==> src/design/cocr_regs.svh <==
// Purpose: Offsets, field positions, reset values and output indices of the clock output control bank
// Assumes: Six 8-bit control bytes reached over the two-wire serial target port
// Notes:   One line per rule follows
// Operation
// - Byte 0 bit 7 drives selectable pair
// - Byte 0 bits 4..1 drive serial pairs 3..0
// - Byte 1 bit 7 picks down spread
// - Byte 1 bit 0 turns spread on
// - Byte 1 bits 6,2,1 drive video, processor pairs
// - Byte 1 bits 5,4,3 enable usb, crystal outputs
// - Byte 2 bits 7,6,3,2 enable bus clocks
// - Byte 2 bits 1,0 enable free-run clocks
// - Byte 3 marks serial pairs stoppable
// - Byte 4 bits 5,4 mark free-run stoppable
// - Byte 4 bit 6 floats video in power-down
// - Byte 5 bit 7 floats stopped serial pairs
// - Byte 5 bit 3 floats serial pairs powered-down
// - Byte 5 bits 1,0 float processor pairs powered-down, bit 2 the selectable pair
// - Command bit 7 picks byte or block
// - Only target address 1101001x (bytes 11010010, 11010011) is answered
// - All bytes load defaults at reset
// - Stop and resume cleanly, no short pulses
`ifndef COCR_REGS_SVH
`define COCR_REGS_SVH
// ==========================================================
// Bank layout
`define COCR_NUM_REGS      6
`define COCR_PTR_LIMIT     7'h06
`define COCR_BLOCK_COUNT   8'h06
`define COCR_TARGET_ADDR   7'h69
`define COCR_CMD_BYTE_MODE 7
// ==========================================================
// Reset values
`define COCR_RST_B0        8'hff
`define COCR_RST_B1        8'hfe
`define COCR_RST_B2        8'hff
`define COCR_RST_B3        8'h00
`define COCR_RST_B4        8'h07
`define COCR_RST_B5        8'h00
// ==========================================================
// Field positions
`define COCR_SPREAD_DOWN   7
`define COCR_SPREAD_ON     0
`define COCR_VIDEO_PD_HIZ  6
`define COCR_FR0_STOP      4
`define COCR_FR1_STOP      5
`define COCR_SRC_STOP_HIZ  7
`define COCR_SRC_PD_HIZ    3
// ==========================================================
// Output indices: 0 selectable, 1..4 serial 0..3, 5 video, 6..7 processor 0..1,
// 8 usb, 9..10 crystal 0..1, 11..14 bus 0..3, 15..16 free-run 0..1
`define COCR_NUM_OUTS      17
`define COCR_NUM_DIFF      8
`endif

==> src/design/cocr_pkg.sv <==
// Purpose: Types shared by the clock output control bank
// Assumes: Constants come from cocr_regs.svh
// Notes:   State of each module is one packed struct
`include "cocr_regs.svh"
package cocr_pkg;
    // ==========================================================
    // Serial target sequencer
    typedef enum logic [2:0] {
        S_IDLE, S_ADDR, S_CMD, S_COUNT, S_WDATA, S_ACK, S_TX, S_RACK
    } cocr_state_t;

    typedef struct packed {
        cocr_state_t                           st;
        cocr_state_t                           after;
        logic [3:0]                            bit_cnt;
        logic [7:0]                            shreg;
        logic [6:0]                            ptr;
        logic                                  cnt_pend;
        logic                                  mack;
        logic                                  scl_q;
        logic                                  sda_q;
        logic                                  sda_oe_n;
        logic                                  ss_on;
        logic                                  ss_down;
        logic [`COCR_NUM_REGS-1:0][7:0]        regs;
    } cocr_slv_t;

    // ==========================================================
    // One clean output gate
    typedef struct packed {
        logic run_q;
        logic out;
        logic oe_n;
    } cocr_gate_t;
endpackage : cocr_pkg

==> src/design/cocr_out_gate.sv <==
// Purpose: Gates one clock output so it starts and stops only on a low phase
// Assumes: src_level sampled synchronous to ref_clk
// Notes:   Drive mode is latched with the run state, so the pin floats only at a boundary
`timescale 1ns/1ps
module cocr_out_gate (
    input  wire logic ref_clk,
    input  wire logic rst,
    input  wire logic src_level,
    input  wire logic run,
    input  wire logic hiz,
    output logic      out,
    output logic      oe_n
);
    import cocr_pkg::*;

    cocr_gate_t s_r;
    cocr_gate_t s_nxt;
    logic       run_eff;

    // ==========================================================
    // Run state only follows the request while the source is low,
    // so a high phase is never cut short
    always_comb begin
        s_nxt   = s_r;
        run_eff = src_level ? s_r.run_q : run;
        s_nxt.run_q = run_eff;
        s_nxt.out   = src_level & run_eff;          // Parked low when stopped
        if (!src_level) begin
            s_nxt.oe_n = run ? 1'b0 : hiz;
        end
    end

    // Outputs enabled and driven after reset
    always_ff @(posedge ref_clk) begin
        if (rst) begin
            s_r <= '{run_q: 1'b1, out: 1'b0, oe_n: 1'b0};
        end else begin
            s_r <= s_nxt;
        end
    end

    assign out  = s_r.out;
    assign oe_n = s_r.oe_n;
endmodule : cocr_out_gate

==> src/design/cocr_ctrl.sv <==
// Purpose: Clock output control bank with its two-wire serial target port
// Assumes: scl and sda_in synchronous to ref_clk and slow against it
// Notes:   Unmapped offsets read zero and ignore writes; byte count of a block write is ignored
`timescale 1ns/1ps
`include "cocr_regs.svh"
module cocr_ctrl (
    input  wire logic                       ref_clk,
    input  wire logic                       rst,
    input  wire logic                       scl,
    input  wire logic                       sda_in,
    output logic                            sda_out,
    output logic                            sda_oe_n,
    input  wire logic                       sw_bus_clock_stop,
    input  wire logic                       power_down,
    input  wire logic [`COCR_NUM_OUTS-1:0]  src_clk,
    output logic      [`COCR_NUM_OUTS-1:0]  clk_out,
    output logic      [`COCR_NUM_OUTS-1:0]  clk_oe_n,
    output logic                            spread_on,
    output logic                            spread_down
);
    import cocr_pkg::*;

    cocr_slv_t                  s_r;
    cocr_slv_t                  s_nxt;
    logic                       scl_rise;
    logic                       scl_fall;
    logic                       start_cond;
    logic                       stop_cond;
    logic [`COCR_NUM_OUTS-1:0]  en_vec;
    logic [`COCR_NUM_OUTS-1:0]  stoppable;
    logic [`COCR_NUM_OUTS-1:0]  stop_hiz;
    logic [`COCR_NUM_OUTS-1:0]  pd_hiz;
    logic [`COCR_NUM_OUTS-1:0]  run_vec;
    logic [`COCR_NUM_OUTS-1:0]  hiz_vec;

    // ==========================================================
    // Register read decode, used by both transmit load points
    function automatic logic [7:0] rd_byte(
        input logic [`COCR_NUM_REGS-1:0][7:0] regs,
        input logic [6:0]                     ptr
    );
        rd_byte = 8'h00;
        if (ptr < `COCR_PTR_LIMIT) begin
            rd_byte = regs[ptr[2:0]];
        end
    endfunction : rd_byte

    // ==========================================================
    // Bus condition detection
    assign scl_rise   = scl & ~s_r.scl_q;
    assign scl_fall   = ~scl & s_r.scl_q;
    assign start_cond = scl & s_r.scl_q & s_r.sda_q & ~sda_in;
    assign stop_cond  = scl & s_r.scl_q & ~s_r.sda_q & sda_in;

    // ==========================================================
    // Serial target sequencer and register bank
    always_comb begin
        s_nxt       = s_r;
        s_nxt.scl_q = scl;
        s_nxt.sda_q = sda_in;
        s_nxt.ss_on   = s_r.regs[1][`COCR_SPREAD_ON];
        s_nxt.ss_down = s_r.regs[1][`COCR_SPREAD_DOWN];
        if (start_cond) begin
            // A repeated start keeps the pointer set by the command byte
            s_nxt.st       = S_ADDR;
            s_nxt.bit_cnt  = 4'h0;
            s_nxt.sda_oe_n = 1'b1;
        end else if (stop_cond) begin
            s_nxt.st       = S_IDLE;
            s_nxt.sda_oe_n = 1'b1;
        end else begin
            unique case (s_r.st)
                S_IDLE: begin
                    s_nxt.sda_oe_n = 1'b1;
                end
                S_ADDR, S_CMD, S_COUNT, S_WDATA: begin
                    if (scl_rise) begin
                        s_nxt.shreg   = {s_r.shreg[6:0], sda_in};
                        s_nxt.bit_cnt = s_r.bit_cnt + 4'h1;
                    end else if (scl_fall && s_r.bit_cnt == 4'h8) begin
                        s_nxt.bit_cnt  = 4'h0;
                        s_nxt.st       = S_ACK;
                        s_nxt.sda_oe_n = 1'b0;              // Acknowledge low
                        unique case (s_r.st)
                            S_ADDR: begin
                                if (s_r.shreg[7:1] != `COCR_TARGET_ADDR) begin
                                    // Foreign address: stay silent until next start
                                    s_nxt.st       = S_IDLE;
                                    s_nxt.sda_oe_n = 1'b1;
                                end else if (s_r.shreg[0]) begin
                                    s_nxt.after = S_TX;
                                end else begin
                                    s_nxt.after = S_CMD;
                                end
                            end
                            S_CMD: begin
                                if (s_r.shreg[`COCR_CMD_BYTE_MODE]) begin
                                    s_nxt.ptr      = s_r.shreg[6:0];
                                    s_nxt.cnt_pend = 1'b0;
                                    s_nxt.after    = S_WDATA;
                                end else begin
                                    s_nxt.ptr      = 7'h00;
                                    s_nxt.cnt_pend = 1'b1;
                                    s_nxt.after    = S_COUNT;
                                end
                            end
                            S_COUNT: begin
                                s_nxt.cnt_pend = 1'b0;
                                s_nxt.after    = S_WDATA;
                            end
                            default: begin
                                // Whole byte stored, reserved bits too
                                if (s_r.ptr < `COCR_PTR_LIMIT) begin
                                    s_nxt.regs[s_r.ptr[2:0]] = s_r.shreg;
                                end
                                s_nxt.ptr   = s_r.ptr + 7'h01;
                                s_nxt.after = S_WDATA;
                            end
                        endcase
                    end
                end
                S_ACK: begin
                    if (scl_fall) begin
                        s_nxt.st       = s_r.after;
                        s_nxt.sda_oe_n = 1'b1;
                        if (s_r.after == S_TX) begin
                            // Block read sends the byte count first
                            if (s_r.cnt_pend) begin
                                s_nxt.shreg    = `COCR_BLOCK_COUNT;
                                s_nxt.cnt_pend = 1'b0;
                            end else begin
                                s_nxt.shreg = rd_byte(s_r.regs, s_r.ptr);
                                s_nxt.ptr   = s_r.ptr + 7'h01;
                            end
                            s_nxt.sda_oe_n = s_nxt.shreg[7];
                        end
                    end
                end
                S_TX: begin
                    if (scl_fall) begin
                        if (s_r.bit_cnt == 4'h7) begin
                            s_nxt.bit_cnt  = 4'h0;
                            s_nxt.st       = S_RACK;
                            s_nxt.sda_oe_n = 1'b1;          // Let controller answer
                        end else begin
                            s_nxt.bit_cnt  = s_r.bit_cnt + 4'h1;
                            s_nxt.shreg    = {s_r.shreg[6:0], 1'b0};
                            s_nxt.sda_oe_n = s_r.shreg[6];
                        end
                    end
                end
                S_RACK: begin
                    if (scl_rise) begin
                        s_nxt.mack = ~sda_in;
                    end else if (scl_fall) begin
                        if (s_r.mack) begin
                            s_nxt.st       = S_TX;
                            s_nxt.shreg    = rd_byte(s_r.regs, s_r.ptr);
                            s_nxt.ptr      = s_r.ptr + 7'h01;
                            s_nxt.sda_oe_n = s_nxt.shreg[7];
                        end else begin
                            s_nxt.st = S_IDLE;              // Not acknowledged: done
                        end
                    end
                end
            endcase
        end
    end

    // Defaults load on reset so the outputs run without any host access
    always_ff @(posedge ref_clk) begin
        if (rst) begin
            s_r          <= '0;
            s_r.st       <= S_IDLE;
            s_r.after    <= S_IDLE;
            s_r.scl_q    <= 1'b1;
            s_r.sda_q    <= 1'b1;
            s_r.sda_oe_n <= 1'b1;
            s_r.ss_down  <= 1'b1;
            s_r.regs     <= {`COCR_RST_B5, `COCR_RST_B4, `COCR_RST_B3,
                             `COCR_RST_B2, `COCR_RST_B1, `COCR_RST_B0};
        end else begin
            s_r <= s_nxt;
        end
    end

    assign sda_out     = 1'b0;      // Open drain: only ever pulls low
    assign sda_oe_n    = s_r.sda_oe_n;
    assign spread_on   = s_r.ss_on;
    assign spread_down = s_r.ss_down;

    // ==========================================================
    // Per-output enable map
    assign en_vec = {s_r.regs[2][1], s_r.regs[2][0],
                     s_r.regs[2][7], s_r.regs[2][6],
                     s_r.regs[2][3], s_r.regs[2][2],
                     s_r.regs[1][3], s_r.regs[1][4], s_r.regs[1][5],
                     s_r.regs[1][2], s_r.regs[1][1], s_r.regs[1][6],
                     s_r.regs[0][4], s_r.regs[0][3],
                     s_r.regs[0][2], s_r.regs[0][1],
                     s_r.regs[0][7]};

    // Which outputs halt under the software stop; plain bus clocks always do
    assign stoppable = {s_r.regs[4][`COCR_FR1_STOP], s_r.regs[4][`COCR_FR0_STOP],
                        4'hf, 6'h00,
                        s_r.regs[3][4], s_r.regs[3][3], s_r.regs[3][2],
                        s_r.regs[3][1], s_r.regs[3][7]};

    // Float or drive while stopped: only the selectable and serial-reference pairs may float
    assign stop_hiz = {12'h000, {5{s_r.regs[5][`COCR_SRC_STOP_HIZ]}}};

    // Float or drive while powered down
    assign pd_hiz = {9'h000, s_r.regs[5][1], s_r.regs[5][0],
                     s_r.regs[4][`COCR_VIDEO_PD_HIZ],
                     {4{s_r.regs[5][`COCR_SRC_PD_HIZ]}},
                     s_r.regs[5][2]};

    // ==========================================================
    // Output gates; disabled pairs float, disabled single-ended outputs park low
    genvar gi;
    generate
        for (gi = 0; gi < `COCR_NUM_OUTS; gi = gi + 1) begin : g_out
            assign run_vec[gi] = en_vec[gi] & ~(sw_bus_clock_stop & stoppable[gi]) & ~power_down;
            assign hiz_vec[gi] = (~en_vec[gi] & (gi < `COCR_NUM_DIFF))
                               | (sw_bus_clock_stop & stoppable[gi] & stop_hiz[gi])
                               | (power_down & pd_hiz[gi]);
            cocr_out_gate u_gate (
                .ref_clk   (ref_clk),
                .rst       (rst),
                .src_level (src_clk[gi]),
                .run       (run_vec[gi]),
                .hiz       (hiz_vec[gi]),
                .out       (clk_out[gi]),
                .oe_n      (clk_oe_n[gi])
            );
        end
    endgenerate
endmodule : cocr_ctrl

==> config.mk <==
export PLATFORM = sky130hd
export DESIGN_NAME = cocr_ctrl
export DESIGN_NICKNAME = d
export VERILOG_FILES = /design/src/design/cocr_pkg.sv /design/src/design/cocr_out_gate.sv /design/src/design/cocr_ctrl.sv
export VERILOG_INCLUDE_DIRS = /design/src /design/src/design
export SDC_FILE = /design/constraint.sdc
export NUM_CORES = 1
export LEC_CHECK = 0
export BUFFER_PORTS_ARGS = -buffer_cell sky130_fd_sc_hd__buf_2
export CAP_MARGIN = 20
export CORE_ASPECT_RATIO = 0.9
export CORE_MARGIN = 4
export CORE_UTILIZATION = 45
export CTS_BUF_LIST = sky130_fd_sc_hd__clkbuf_8 sky130_fd_sc_hd__clkbuf_16
export DETAILED_ROUTE_END_ITERATION = 6
export PLACE_DENSITY = 0.65
export SYNTH_ARGS = -nofsm -noshare
export SYNTH_HDL_FRONTEND = slang
export SYNTH_SLANG_ARGS = --single-unit
==> constraint.sdc <==
create_clock -name ref_clk -period 3.2 [get_ports ref_clk]
set_input_delay 0.32 -clock ref_clk [delete_from_list [all_inputs] [get_ports ref_clk]]
set_output_delay 0.32 -clock ref_clk [all_outputs]
set_load 0.005 [all_outputs]
==> metrics.md <==
| Metric | Value |
|---|---|
| CTS tree | built |
| Dominant cell type by area after synthesis | dfxtp_1 |
| Top cells by area, synth | dfxtp_1 41%, mux2i_1 5.3%, nor2_1 4.8%, buf_4 4.4%, a21oi_1 4.2% |
| CP max-delay cell | dfxtp_1 |
| Yosys top cell area share | 0.407 |
| Syn Area/Cell | around 8.5 um2 |
| Die Ht | 118 um |
| Hold_buf cts | 0 |
| CP startpoint kind | flip-flop |
| Post-Syn Instances | between 700 and 800 |
| DRT iter0 DRCs | approximately 460 |
| # DRC | 0 |
| CTS Buffer Depth | 2 |
| Top_reg_cell synth | dfxtp_1 |
| Worst Path Required | between 3 and 4 ns |
| Syn Std Cell Area | 6010 um2 |
| Min Tclk post-route | 2.58 ns |
| CTS Root Cell | clkbuf_16 |
| YS warnings | 0 |
| Row count | 39 |
| Vias per Instance | about 5.9 |
| H-Tree Depth | 4 |
| Setup TNS | 0 ns |
| Number of synthesized flops with an enable pin | 0 |
| Period Utilization, post-route | 0.807 |
| Unrepaired setup endpoints after global routing | no |
| GPL Wtd Cong | a little over 0.9 |
| Crit Path Class | reg2reg |
| DR vias | just over 5000 |
| Final Setup Violations | 0 |
| Placed instance area | a little over 6000 um2 |
| Max Cap Violations | 0 |
| Critical path peak fanout | 22 |
| Layout Nets | 735 |
| Max Clock Freq | a little under 0.4 GHz |
| Post-synth ARST share | 0 |
| Post CTS Setup Buffer Count | 0 |
| Crit-path max cell delay | between 0.7 and 0.8 ns |
| Cell variety after synth | 72 |
| Leakage power | roughly 0.0025 uW |
| Vias in the first global route | 4840 |
| Crit path cell chain | inv_2, or4_4, nor4_4, mux2i_1, nor2_1 |
| Layout cell share with drive strength beyond 1 | 0.176 |
| Clock skew | about 0.0083 ns |
| Area grow syn2layout | 12.1% |
| Sequential cell area fraction in the yosys report | 0.407 |
| Critical path arrival | about 2.9 ns |
| Skew-Pair Late Insertion Delay | slightly above 0.4 ns |
| Max Transition Viols Final | 0 |
| Status | completed |
| Initial core utilization | 0.466 |
| Post-CTS sizing | 0 |
| Dpl hpwl | roughly 11 mm |
| CTS clock-pin slew for the worst setup and hold paths | around 0.060 ns |
| Commonest cells after routing, fill and taps aside | 122 x dfxtp_1, 77 x nor2_1, 62 x nand2_1 |
| Min-Delay Path Class | in2reg |
| Final wirelength | 16.3 mm |
| Worst IR drop on VDD | 412 uV |
| Most common cell after layout, fill and taps aside | dfxtp_1 |
| First-pass GRT wire length | 25.9 mm |
| Final hold viol count | 0 |
| Remaining global-route overflow | 0 |
| Die area | between 15000 and 20000 um2 |
| Final ANT Viol Nets | 0 |
| Core Box Area | between 10000 and 15000 um2 |
| Wire per inst | between 15 and 20 um |
| # diodes | 0 |
| I/O pin total | around 60 |
| CTS sink cnt | ~120 |
| Die W | roughly 130 um |
| DR pass1 iterations | 6 |
| CTS buffer count | 17 |
| Antenna violations before repair | 0 |
| Port Buf Inserts | 50 |
| Number of synthesized register bits | around 120 |
| Worst-margin pin slew | a little under 1 ns |
| Critical path endpoint category | flip-flop |
| Rel. slew slack | 0.349 |
| PD cells | around 560 nW/um2 |
| Largest net degree at the start of global routing | just over 70 |
| Design Area, Final | ~6700 um2 |
| Total GRT Usage | 0.214 |
## stage by stage
stage	setup WS (ns)	hold slack, ns	std cells	total power [uW]	utilization
5_1_grt	0.429	0.154	886	3880	0.522
3_3_place_gp	0.726	0.421	854	1780	0.474
4_1_cts	0.645	0.140	886	3780	0.522
2_1_floorplan	1.20	0.413	713	1740	-
3_5_place_dp	0.646	0.430	854	1790	0.474
6_report	0.618	0.154	886	3750	0.522
## layout make-up
class                   instances  area [um2]
fillers                      1200        6150
multi-input cells             482        3020
flip-flops and latches        122        2440
clock buffers                  18         439
repair buffers                 64         358
well taps                     164         205
clock inverters                14         180
inverters                      22        82.6
## critical path: cells and delay by family (launching register included)
family | cells | cell delay, ns
and+or+nand+nor | 3 | 1.28
buffers and inverters | 1 | 0.14
muxes | 1 | 0.27
DFF | 1 | 0.74
## synth_stat cells, drive strengths merged (5+ instances only)
cell type	instances
nor2	77
nand2	62
nand3b	7
a21oi	50
nand2b	12
nand3	20
clkbuf	29
inv	21
buf	58
o21ai	23
a31oi	22
or3	5
mux2	5
nor3	33
nor2b	11
o211ai	7
o311ai	9
nor4	5
mux2i	32
dfxtp	122
a211oi	12
## cell families (layout without fill, tap and decap cells)
group	after synthesis	after routing	share of synthesized area
simple gates	261	261	0.229
xor+xnor	2	2	0.00292
mux	41	41	0.0777
compound gates	165	165	0.181
buf+inv	109	118	0.0956
flops	122	122	0.407
other cells	1	10	0.000624
fa+ha+maj	3	3	0.00625
## routing by layer
| metal | track usage | vias to the layer above | part of all wire |
|---|---|---|---|
| li1 | - | 2499 | - |
| met1 | 0.308 | 2433 | 0.46 |
| met2 | 0.310 | 231 | 0.44 |
| met3 | 0.0563 | 24 | 0.079 |
| met4 | 0.0721 | 0 | 0.017 |
| met5 | 0 | - | 0 |
## path summary, 6_finish.rpt
path	from	endpoint	slack [ns]	cells after the start
worst max-delay path	s_r[79]	s_r[29]	0.62	5
worst min-delay path	src_clk[13]	flip-flop	0.15	3
worst max register to register	s_r[79]	s_r[29]	0.62	5
worst min register to register	flip-flop	g_out[10].u_gate.out	0.44	2
## power by group
| group | switching, uW | internal [uW] | total [uW] |
|---|---|---|---|
| registers | 18.5 | 1560 | 1570 |
| clock network | 682 | 1310 | 1990 |
| logic | 117 | 63.7 | 181 |
| total | 817 | 2930 | 3750 |
Note: power is estimated with default switching activity, not from simulation.
